File: src/logic/deep_sleep_defs.svh
`ifndef DEEP_SLEEP_DEFS_SVH
`define DEEP_SLEEP_DEFS_SVH

// register word indices on the plain register port
`define DS_ADDR_CONTROL      4'h0
`define DS_ADDR_WAKE_SOURCE  4'h1
`define DS_ADDR_RESET_CTRL   4'h2
`define DS_ADDR_UNLOCK_KEY   4'h3
`define DS_ADDR_SLOW_CTRL    4'h4
`define DS_ADDR_IRQ_FLAG5    4'h5

// deep_sleep_control fields
`define DS_CTL_DEEP_ENABLE   15
`define DS_CTL_CAL_WAKE_DIS  8
`define DS_CTL_SLOW_WAKE_DIS 2
`define DS_CTL_BROWNOUT      1
`define DS_CTL_PIN_FREEZE    0
`define DS_CTL_RESET         16'h0000

// deep_sleep_wake_source fields
`define DS_WK_EXT_INT        8
`define DS_WK_FAULT          7
`define DS_WK_WATCHDOG       4
`define DS_WK_CALENDAR       3
`define DS_WK_RESET_PIN      2
`define DS_WK_POWER_ON       0
`define DS_WK_RESET          16'h0000

// reset_control_reg fields
`define DS_RC_DEEP_EXIT      10
`define DS_RC_POWER_ON       0
`define DS_RC_RESET          16'h0001

// slow_discharge_control fields
`define DS_SC_ENABLE         15
`define DS_SC_SINK           8
`define DS_SC_RESET          16'h0000

// interrupt_flag_reg_5 fields
`define DS_IF5_SLOW_WAKE     0
`define DS_IF5_RESET         16'h0000

// unlock key sequence
`define DS_KEY_FIRST         16'h0055
`define DS_KEY_SECOND        16'h00aa

// power-on sequence after a deep exit
`define DS_POR_SEQ_NS        1000
`define DS_CLK_MHZ           100

`endif

File: src/logic/deep_sleep_pkg.sv
package deep_sleep_pkg;

  typedef enum logic [1:0] {
    ST_RUN,
    ST_SLEEP,
    ST_DEEP,
    ST_POR_SEQ
  } power_state_t;

  // asynchronous wake and supervisor events, one-cycle or level
  typedef struct packed {
    logic ext_interrupt;
    logic watchdog_timeout;
    logic calendar_alarm;
    logic reset_pin;
    logic fault;
    logic brownout;
    logic supply_power_on;
  } wake_events_t;

  typedef struct packed {
    logic [3:0]  addr;
    logic [15:0] wdata;
    logic        wr;
    logic        rd;
  } reg_req_t;

endpackage

File: src/logic/deep_sleep_status_wake.sv
`timescale 1ns/10ps
// How it works
// deep entry sets deep exit flag, software clears
// flag pair encodes other, power-on, deep exit
// true power-on reset clears all deep logic
// deep enable picks deep or ordinary sleep
// wake-up from deep clears deep enable
// software sets enable, then power-save instruction
// calendar wake disable bit 8 gates alarm
// slow discharge wake disable bit 2 gates
// brown-out in deep sets flag at bit 1
// deep brown-out never wakes the device
// pin freeze hardware-set, software-cleared, holds pins
// control bits reset only on true power-on
// setting deep enable clears wake source register
// wake causes latched at bits 8,4,3,2
// fault during deep sets bit 7
// power-on event sets bit 0, in any state but the power-on sequence
// power-on flag survives deep-exit power-on
// software clears flags, reads context, then unfreezes
// software charges pin, then enables discharge wake
// pin below low threshold wakes from sleep
// slow discharge sleep wake sets flag bit 0
// deep enable set only after 0x55, 0xaa keys
// events during power-on sequence are ignored
// reset-pin wake keeps registers, freeze, resets pins
// deep entry sets pin freeze
// unimplemented bits read zero, ignore writes
`include "deep_sleep_defs.svh"

module deep_sleep_status_wake
  import deep_sleep_pkg::*;
#(
  parameter int POR_SEQ_CYCLES =
    (`DS_POR_SEQ_NS * `DS_CLK_MHZ + 999) / 1000
)(
  input  wire logic         clk_in,
  input  wire logic         rst_in,
  input  wire reg_req_t     reg_req_in,
  output logic [15:0]       reg_rdata_out,
  input  wire logic         power_save_in,
  input  wire wake_events_t events_in,
  input  wire logic         deep_brownout_en_in,
  input  wire logic         slow_discharge_pin_in,
  output logic              sleep_active_out,
  output logic              deep_active_out,
  output logic              core_reset_out,
  output logic              pin_freeze_out,
  output logic              pin_reset_out,
  output logic              discharge_sink_out,
  output logic              sleep_wake_out
);

  localparam logic [15:0] CTL_MASK = 16'h8107;
  localparam logic [15:0] WK_MASK  = 16'h019d;
  localparam logic [15:0] SC_MASK  = 16'h8100;

  // the down-counter is 16 bits and needs at least one cycle
  if (POR_SEQ_CYCLES < 1 || POR_SEQ_CYCLES > 65535) begin : g_bad_seq
    $error("POR_SEQ_CYCLES out of range");
  end

  power_state_t state_reg;
  logic [15:0]  seq_cnt_reg;
  logic         deep_enable_reg;
  logic         cal_wake_dis_reg;
  logic         slow_wake_dis_reg;
  logic         brownout_flag_reg;
  logic         freeze_reg;
  logic [15:0]  wake_src_reg;
  logic [15:0]  wake_src_next;
  logic         deep_exit_flag_reg;
  logic         power_on_flag_reg;
  logic         slow_enable_reg;
  logic         slow_sink_reg;
  logic         slow_irq_reg;
  logic [1:0]   key_stage_reg;

  // decoded strobes
  logic wr_ctl;
  logic wr_wake;
  logic wr_rc;
  logic wr_key;
  logic wr_sc;
  logic wr_if5;
  logic [15:0] wd;

  assign wd      = reg_req_in.wdata;
  assign wr_ctl  = reg_req_in.wr && reg_req_in.addr == `DS_ADDR_CONTROL;
  assign wr_wake = reg_req_in.wr && reg_req_in.addr == `DS_ADDR_WAKE_SOURCE;
  assign wr_rc   = reg_req_in.wr && reg_req_in.addr == `DS_ADDR_RESET_CTRL;
  assign wr_key  = reg_req_in.wr && reg_req_in.addr == `DS_ADDR_UNLOCK_KEY;
  assign wr_sc   = reg_req_in.wr && reg_req_in.addr == `DS_ADDR_SLOW_CTRL;
  assign wr_if5  = reg_req_in.wr && reg_req_in.addr == `DS_ADDR_IRQ_FLAG5;

  // wake decisions in each state
  logic slow_low;
  logic deep_wake;
  logic sleep_wake;
  logic enter_deep;
  logic enter_sleep;
  logic set_deep_enable;

  // comparator only counts while the discharge circuit is enabled
  assign slow_low = slow_enable_reg && !slow_discharge_pin_in;

  always_comb begin
    deep_wake = 1'b0;
    if (state_reg == ST_DEEP) begin
      deep_wake = events_in.ext_interrupt
               || events_in.watchdog_timeout
               || (events_in.calendar_alarm && !cal_wake_dis_reg)
               || events_in.reset_pin
               || events_in.supply_power_on
               || (slow_low && !slow_wake_dis_reg);
      // brown-out is absent here on purpose: it only sets the brown-out flag and drops freeze
    end
  end

  assign sleep_wake  = state_reg == ST_SLEEP
                    && (slow_low || events_in.ext_interrupt
                        || events_in.reset_pin);
  assign enter_deep  = state_reg == ST_RUN && power_save_in
                    && deep_enable_reg;
  assign enter_sleep = state_reg == ST_RUN && power_save_in
                    && !deep_enable_reg;
  assign set_deep_enable = wr_ctl && wd[`DS_CTL_DEEP_ENABLE]
                        && key_stage_reg == 2'h2;

  // power state sequencer
  always_ff @(posedge clk_in or posedge rst_in) begin
    if (rst_in) begin
      state_reg   <= ST_RUN;
      seq_cnt_reg <= 16'h0000;
    end else begin
      case (state_reg)
        ST_RUN: begin
          if (enter_deep) begin
            state_reg <= ST_DEEP;
          end else if (enter_sleep) begin
            state_reg <= ST_SLEEP;
          end
        end
        ST_SLEEP: begin
          if (sleep_wake) begin
            state_reg <= ST_RUN; // resumes with the next instruction
          end
        end
        ST_DEEP: begin
          if (deep_wake) begin
            state_reg   <= ST_POR_SEQ;
            seq_cnt_reg <= 16'(POR_SEQ_CYCLES - 1);
          end
        end
        ST_POR_SEQ: begin
          if (seq_cnt_reg == 16'h0000) begin
            state_reg <= ST_RUN;
          end else begin
            seq_cnt_reg <= seq_cnt_reg - 16'h0001;
          end
        end
        default: begin
          state_reg <= ST_RUN;
        end
      endcase
    end
  end

  // unlock key: 0x55 then 0xaa arms one write to the control register
  always_ff @(posedge clk_in or posedge rst_in) begin
    if (rst_in) begin
      key_stage_reg <= 2'h0;
    end else if (wr_key) begin
      if (wd == `DS_KEY_FIRST) begin
        key_stage_reg <= 2'h1;
      end else if (wd == `DS_KEY_SECOND && key_stage_reg == 2'h1) begin
        key_stage_reg <= 2'h2;
      end else begin
        key_stage_reg <= 2'h0;
      end
    end else if (reg_req_in.wr) begin
      key_stage_reg <= 2'h0; // any other write spends or breaks the key
    end
  end

  // deep_sleep_control: only the async reset (true power-on) resets it; deep wake also clears deep enable
  always_ff @(posedge clk_in or posedge rst_in) begin
    if (rst_in) begin
      deep_enable_reg   <= 1'b0;
      cal_wake_dis_reg  <= 1'b0;
      slow_wake_dis_reg <= 1'b0;
    end else begin
      if (state_reg == ST_DEEP && deep_wake) begin
        deep_enable_reg <= 1'b0;
      end else if (wr_ctl) begin
        // clearing needs no key, setting does
        deep_enable_reg <= set_deep_enable
                        || (deep_enable_reg && wd[`DS_CTL_DEEP_ENABLE]);
      end
      if (wr_ctl) begin
        cal_wake_dis_reg  <= wd[`DS_CTL_CAL_WAKE_DIS];
        slow_wake_dis_reg <= wd[`DS_CTL_SLOW_WAKE_DIS];
      end
    end
  end

  // deep brown-out flag, set wins over a software write
  always_ff @(posedge clk_in or posedge rst_in) begin
    if (rst_in) begin
      brownout_flag_reg <= 1'b0;
    end else if (state_reg == ST_DEEP && events_in.brownout
                 && deep_brownout_en_in) begin
      brownout_flag_reg <= 1'b1;
    end else if (wr_ctl) begin
      brownout_flag_reg <= wd[`DS_CTL_BROWNOUT];
    end
  end

  // pin freeze: set on deep entry, cleared only by software or brown-out
  always_ff @(posedge clk_in or posedge rst_in) begin
    if (rst_in) begin
      freeze_reg <= 1'b0;
    end else if (enter_deep) begin
      freeze_reg <= 1'b1;
    end else if (state_reg == ST_DEEP && events_in.brownout
                 && deep_brownout_en_in) begin
      freeze_reg <= 1'b0; // brown-out loses the held pin state
    end else if (wr_ctl && !wd[`DS_CTL_PIN_FREEZE]) begin
      freeze_reg <= 1'b0;
    end
  end

  // wake source: hardware sets, software writes, deep enable wipes
  always_comb begin
    wake_src_next = wake_src_reg;
    if (wr_wake) begin
      wake_src_next = wd & WK_MASK;
    end
    if (set_deep_enable) begin
      wake_src_next = 16'h0000;
    end
    // events recorded only while in deep sleep, never during power-on
    if (state_reg == ST_DEEP) begin
      if (events_in.ext_interrupt) begin
        wake_src_next[`DS_WK_EXT_INT] = 1'b1;
      end
      if (events_in.watchdog_timeout) begin
        wake_src_next[`DS_WK_WATCHDOG] = 1'b1;
      end
      if (events_in.calendar_alarm && !cal_wake_dis_reg) begin
        wake_src_next[`DS_WK_CALENDAR] = 1'b1;
      end
      if (events_in.reset_pin) begin
        wake_src_next[`DS_WK_RESET_PIN] = 1'b1;
      end
      if (events_in.fault) begin
        wake_src_next[`DS_WK_FAULT] = 1'b1;
      end
    end
    // power-on flag may be set in any state but the power-on sequence, kept across deep exit
    if (events_in.supply_power_on && state_reg != ST_POR_SEQ) begin
      wake_src_next[`DS_WK_POWER_ON] = 1'b1;
    end
  end

  always_ff @(posedge clk_in or posedge rst_in) begin
    if (rst_in) begin
      wake_src_reg <= `DS_WK_RESET;
    end else begin
      wake_src_reg <= wake_src_next;
    end
  end

  // reset-cause pair in reset_control_reg
  always_ff @(posedge clk_in or posedge rst_in) begin
    if (rst_in) begin
      deep_exit_flag_reg <= 1'b0;
      power_on_flag_reg  <= 1'b1; // true power-on reads as normal
    end else begin
      if (enter_deep) begin
        deep_exit_flag_reg <= 1'b1;
      end else if (wr_rc) begin
        deep_exit_flag_reg <= wd[`DS_RC_DEEP_EXIT];
      end
      if (state_reg == ST_DEEP && deep_wake) begin
        power_on_flag_reg <= 1'b1; // exit looks like power-on
      end else if (wr_rc) begin
        power_on_flag_reg <= wd[`DS_RC_POWER_ON];
      end
    end
  end

  // slow discharge control and its sleep wake flag
  always_ff @(posedge clk_in or posedge rst_in) begin
    if (rst_in) begin
      slow_enable_reg <= 1'b0;
      slow_sink_reg   <= 1'b0;
      slow_irq_reg    <= 1'b0;
    end else begin
      if (wr_sc) begin
        slow_enable_reg <= wd[`DS_SC_ENABLE];
        slow_sink_reg   <= wd[`DS_SC_SINK];
      end
      if (state_reg == ST_SLEEP && slow_low) begin
        slow_irq_reg <= 1'b1;
      end else if (wr_if5) begin
        slow_irq_reg <= wd[`DS_IF5_SLOW_WAKE];
      end
    end
  end

  // registered outputs
  always_ff @(posedge clk_in or posedge rst_in) begin
    if (rst_in) begin
      sleep_active_out   <= 1'b0;
      deep_active_out    <= 1'b0;
      core_reset_out     <= 1'b0;
      pin_freeze_out     <= 1'b0;
      pin_reset_out      <= 1'b0;
      discharge_sink_out <= 1'b0;
      sleep_wake_out     <= 1'b0;
    end else begin
      sleep_active_out   <= state_reg == ST_SLEEP && !sleep_wake;
      deep_active_out    <= enter_deep
                         || (state_reg == ST_DEEP && !deep_wake);
      core_reset_out     <= (state_reg == ST_DEEP && deep_wake)
                         || (state_reg == ST_POR_SEQ
                             && seq_cnt_reg != 16'h0000);
      pin_freeze_out     <= freeze_reg;
      // reset-pin wake puts pins in reset state, freeze kept
      pin_reset_out      <= state_reg == ST_DEEP && deep_wake
                         && events_in.reset_pin;
      discharge_sink_out <= slow_enable_reg && slow_sink_reg;
      sleep_wake_out     <= sleep_wake;
    end
  end

  // read data one cycle after the strobe, zero elsewhere
  always_ff @(posedge clk_in or posedge rst_in) begin
    if (rst_in) begin
      reg_rdata_out <= 16'h0000;
    end else if (!reg_req_in.rd) begin
      reg_rdata_out <= 16'h0000;
    end else if (reg_req_in.addr == `DS_ADDR_CONTROL) begin
      reg_rdata_out <= CTL_MASK & {deep_enable_reg, 6'h00,
                                   cal_wake_dis_reg, 5'h00,
                                   slow_wake_dis_reg, brownout_flag_reg,
                                   freeze_reg};
    end else if (reg_req_in.addr == `DS_ADDR_WAKE_SOURCE) begin
      reg_rdata_out <= wake_src_reg & WK_MASK;
    end else if (reg_req_in.addr == `DS_ADDR_RESET_CTRL) begin
      reg_rdata_out <= {5'h00, deep_exit_flag_reg, 9'h000,
                        power_on_flag_reg};
    end else if (reg_req_in.addr == `DS_ADDR_SLOW_CTRL) begin
      reg_rdata_out <= SC_MASK & {slow_enable_reg, 6'h00,
                                  slow_sink_reg, 8'h00};
    end else if (reg_req_in.addr == `DS_ADDR_IRQ_FLAG5) begin
      reg_rdata_out <= {15'h0000, slow_irq_reg};
    end else begin
      reg_rdata_out <= 16'h0000; // key and unmapped read zero
    end
  end

endmodule

File: config.mk
export PLATFORM = sky130hd
export DESIGN_NAME = deep_sleep_status_wake
export DESIGN_NICKNAME = d
export VERILOG_FILES = /design/src/logic/deep_sleep_pkg.sv /design/src/logic/deep_sleep_status_wake.sv
export VERILOG_INCLUDE_DIRS = /design/src /design/src/logic
export SDC_FILE = /design/constraint.sdc
export NUM_CORES = 1
export LEC_CHECK = 0
export ABC_AREA = 0
export ABC_CLOCK_PERIOD_IN_PS = 4510
export BUFFER_PORTS_ARGS = -buffer_cell sky130_fd_sc_hd__buf_2
export CAP_MARGIN = 10
export CORE_AREA = 2 2 65 98
export DETAILED_ROUTE_END_ITERATION = 7
export DIE_AREA = 0 0 67 100
export PLACE_DENSITY = 0.67
export RECOVER_POWER = 50
export SLEW_MARGIN = 40
export SYNTH_ARGS = -nofsm -noshare
export SYNTH_HDL_FRONTEND = slang
export SYNTH_SLANG_ARGS = --single-unit
export TNS_END_PERCENT = 20
File: constraint.sdc
create_clock -name clk_in -period 4.51 [get_ports clk_in]
set_clock_uncertainty 0.1 [all_clocks]
set_input_delay 0 -clock clk_in [delete_from_list [all_inputs] [get_ports clk_in]]
set_output_delay 0 -clock clk_in [all_outputs]
set_load 0.01 [all_outputs]
After elaboration in Yosys (flattened, before gate mapping)
Index checks and enable logic that the tools add are counted.

Flip-flop bits (word level): 59. Bits of input ports: 34. Logic and storage cells: 145.

Add/subtract/negate cells: 1. Equality and inequality tests: 18. Mux-type cells: 43. Reductions and logical operators: 60.

Operator list (count): $mux 16 (7); $pmux 16 s2 (1); $logic_and 1x1->1 (28); $mux 1 (21); $mux 2 (10); $mux 9 (2); $eq 16x7->1 const B (1); $eq 16x8->1 const B (1); $logic_not 16->1 (1); $reduce_bool 16->1 (1); $sub 16x1->16 const B (1); $reduce_bool 2->1 (7); $logic_or 1x1->1 (10); $ne 2x2->1 const B (5); $eq 4x2->1 const B (2); $eq 4x3->1 const B (2); $pmux 2 s4 (1); $logic_not 1->1 (7); $eq 2x2->1 const B (3); $reduce_bool 3->1 (2); $eq 2x1->1 const B (2); $eq 4x1->1 const B (1); $logic_not 4->1 (1); $reduce_and 4->1 (1); 4 further kinds (4).

Depth between registers and ports, before layout
Depth in word-level cells: 10. Mapped depth: 7. Mapped depth without buffers: 6.

Worst setup path before layout
Ideal clock, no wire load.

Path type: reg-to-reg. Start: register seq_cnt_reg[0]. End: register seq_cnt_reg[5]. Setup time: 0.136 ns. Data arrival time: 1.949 ns. Required time: 4.274 ns. Path slack: 2.324 ns. Stages on the path, launching flop included: 7. Buffers on the path: 0. Clock period less this slack: 2.186 ns. Cells stage by stage: dfrtp_1 > inv_1 > ha_1 > or4b_2 > nor4_4 > nor3_1 > or3b_2.

Cells in the longest elaborated chain, start to end: 3. Elaborated cells on any way between the ends: 6. Classes of those cells: 1 x add/sub; 1 x eq/ne; 2 x mux; 2 x reduce/logical.

Ends and longest elaborated chain: from (decl) (RTL line deep_sleep_status_wake.sv:64) `logic [15:0] seq_cnt_reg;`; from (signal assigned) (RTL line deep_sleep_status_wake.sv:152) `seq_cnt_reg <= 16'(POR_SEQ_CYCLES - 1);`; from (signal assigned) (RTL line deep_sleep_status_wake.sv:159) `seq_cnt_reg <= seq_cnt_reg - 16'h0001;`; $sub 16x1->16 / $logic_not 16->1 (equally long branches) (RTL line deep_sleep_status_wake.sv:159, deep_sleep_status_wake.sv:156); $mux 16 / $ne 2x2->1 (equally long branches); $pmux 16 s2 / $reduce_and 3->1 (equally long branches).

Parallel ways exist; a longest one is shown, timed or not. The select of a mux whose other input is x is not followed. A chain may end at the register's enable or synchronous reset.

Worst setup path after layout
Ends and elaborated chain as after synthesis.

==> results.md <==
* Leakage at 1.395 nW
* Finished Layout Cells at 404
* R2r setup slk at 1860 ps
* Global route total overflow at 0
* DRT Wirelength at 6598 µm
* Share of layout cells above drive strength 1 at 16.97%
* I/O Pins at 57
* N_diodes at 0
* Initial core utilization at 43.17%
* Cts repair resizes at 0
* Rows at 35
* Reg clk slew, reported paths at 90 ps
* Relative slew slack at -54.67%
* Dpl cells at 366
* Crit path to: seq_cnt_reg[5]$_DFFE_PP0P_
* Largest net degree at the start of global routing at 53
* Post-Synth Adder-Cell Area at 0.4866%
* Ys flop type: dfrtp_1
* FF-to-FF path depth at 6
* Core area at between 5000 and 6000 µm²
* Arrival @ worst endpoint at 2730 ps
* Async SR Flop Fraction at 100.0%
* Initial antenna violation count at 0
* DR iter-0 viols at 54
* Post-Synth Simple-Gate Area at 26.18%
* Unrepaired setup endpoints after global routing: no
* Library cells used by synthesis at 50
* RR Startpoint: seq_cnt_reg[0]$_DFFE_PP0P_
* Post-route clock period utilization at 58.67%
* First-pass GRT wire length at 10690 µm
* Pre-Repair DR Iteration Count at 4
* EDFF count, synth at 0
* Die Height at approximately 100 µm
* Synthesized flop and latch total at 52
* Most common cell after layout, fill and taps aside: dfrtp_1
* Final Slew Violations at 53
* Max reg flops at 16
* Clock sink count at 52
* Peak Freq at 0.3779 GHz
* Hold Fails Final Rpt at 0
* Nets at 364
* Die area at 6700 µm²
* Measured slew at the worst slew-check pin at 2307 ps
* DR vias/cell at around 5.6
* Number of fill cells in the layout at 571
* # Post-CTS Setup Buffers at 0
* GPL Wtd Cong at 0.8528
* Drt wl/cell at 16.33 µm
* Crit path kind: reg2reg
* Post-Synthesis Cell Area at 2571 µm²
* Ys Warns at 0
* DP HPWL at 4592 µm
* DRC at 0
* Status: finished, violations left
* Final setup fails at 0
* Max-Cap Viols at 1
* Syn Inst Count at 246
* Die X at between 60 and 70 µm
* PD cells at 283.7 nW/µm²
* Worst skew pair latency at 300 ps
* Combinational family with the most area after synthesis: simple AND/OR/NAND/NOR gates
* Peak supply drop at roughly 260 µV
* CTS Buf Count at 5
* CTS tree: built
* Post-synthesis xor/xnor area fraction at 0%
* Via count at 2278
* Terminus of the critical flop-to-flop path: seq_cnt_reg[5]$_DFFE_PP0P_
* CTS root buf: clkbuf_8
* Commonest non-fill, non-tap cells in the layout: dfrtp_1 (51), dlygate4sd3_1 (30), buf_2 (30)
* Input/output buffers at 49
* Post-synthesis sequential area ratio at 50.66%
* Routed Antenna Nets at 0
* Hold crit path type: in2reg
* Mean Syn Cell Area at about 10 µm²
* Critical Path Sink Type: flip-flop
* CTS HTree Levels at 2
* Mux share of post-synthesis cell area at 5.304%
* Post-synthesis compound-gate area fraction at between 10% and 20%
* Area grow syn2layout at 25.89%
* Hold_sp: reg_req_in[21]
* Crit. Startpoint: seq_cnt_reg[0]$_DFFE_PP0P_
* CP Launch Type: flip-flop
* All-Layer GR Usage at between 20% and 30%
* Hold buffer count at CTS at 30
* Critical path peak fanout at 15
* Crit path time final at 2646 ps
* Fin util at 54.35%
* Failing checks: capacitance limit, slew limit
* Worst-case clock buffer depth at 2
* Vias in the first global route at 2295
* Worst Path Required at 4600 ps
* Setup_tns at 0 ps
==> layout make-up <==
cell class / count / area [µm²] / area share (%)
sequential: 52 / 1303 / 40.24
multi-input combinational: 182 / 1196 / 36.95
timing repair buffer: 81 / 536.8 / 16.58
tap: 74 / 92.59 / 2.860
clock buffer: 7 / 76.32 / 2.358
inverter: 7 / 27.53 / 0.8504
clock inverter: 1 / 5.005 / 0.1546
==> metal layers <==
layer	wire length (µm)	part of all wire, %	vias up	track usage, %
li1	-	-	1087	-
met1	2506	38	1096	23.30
met2	3533	54	73	37.70
met3	247	3.7	22	3.251
met4	311	4.7	0	12.72
met5	0	0	-	0
==> cell families after synthesis <==
logic type	after synthesis
muxes	13
adders and majority gates	1
DFF	52
buffers and inverters	18
and+or+nand+nor	109
AOI/OAI and AO/OA	52
other	1
==> worst min-delay path by stage <==
stage                                  endpoint  slack, ps  cells past startpoint
finish               reg_rdata_out[0]$_DFF_PP0_         50                      3
global route         reg_rdata_out[0]$_DFF_PP0_         50                      3
CTS                  reg_rdata_out[0]$_DFF_PP0_         40                      3
detailed placement     core_reset_out$_DFF_PP0_         40                      2
global placement      wake_src_reg[7]$_DFF_PP0_        120                      3
floorplan           wake_src_reg[0]$_DFFE_PP0P_         20                      2
==> cell usage after synthesis, types with 5 or more instances <==
cell type / instances / area share (%)
mux2_2: 5 / 2.2
nand2b_1: 5 / 1.2
nor2b_1: 5 / 1.2
nor3_1: 8 / 1.6
mux2i_1: 8 / 3.1
or4_1: 7 / 2.0
dfrtp_1: 51 / 50
or3_1: 8 / 1.9
nor2_1: 8 / 1.2
buf_4: 7 / 2.0
a21oi_1: 11 / 2.1
nand2_1: 21 / 3.1
o21ai_0: 11 / 2.1
o31ai_1: 10 / 2.9
and3_1: 6 / 1.5
inv_1: 7 / 1.0
nand3_1: 8 / 1.6
==> power by group <==
| part | internal (mW) | switching (mW) | leakage, nW |
|---|---|---|---|
| Sequential | 0.504 | 0.0279 | 0.648 |
| Clock | 0.109 | 0.150 | 0.0422 |
| Combinational | 0.0649 | 0.0623 | 0.705 |
| Total | 0.679 | 0.240 | 1.39 |
==> stage by stage <==
stage / area [µm²] / setup slack [ps] / total power [mW] / hold slack, ps
after floorplan: 2594 / 2324 / 0.6006 / 16.84
after global placement: 2878 / 1942 / 0.6421 / 116.8
after detailed placement: 2880 / 1893 / 0.6451 / 40.52
after CTS: 3262 / 1873 / 0.9307 / 36.23
after global routing: 3237 / 1741 / 0.9650 / 47.71
final: 3237 / 1864 / 0.9183 / 46.21
==> critical path: stages, from the launching register on <==
cell and delay [ps]:
dfrtp_1 390, inv_1 110, ha_1 190, or4b_2 630, nor4_4 540, nor3_1 100
or3b_2 450
Power figures use the tool's default switching activity.
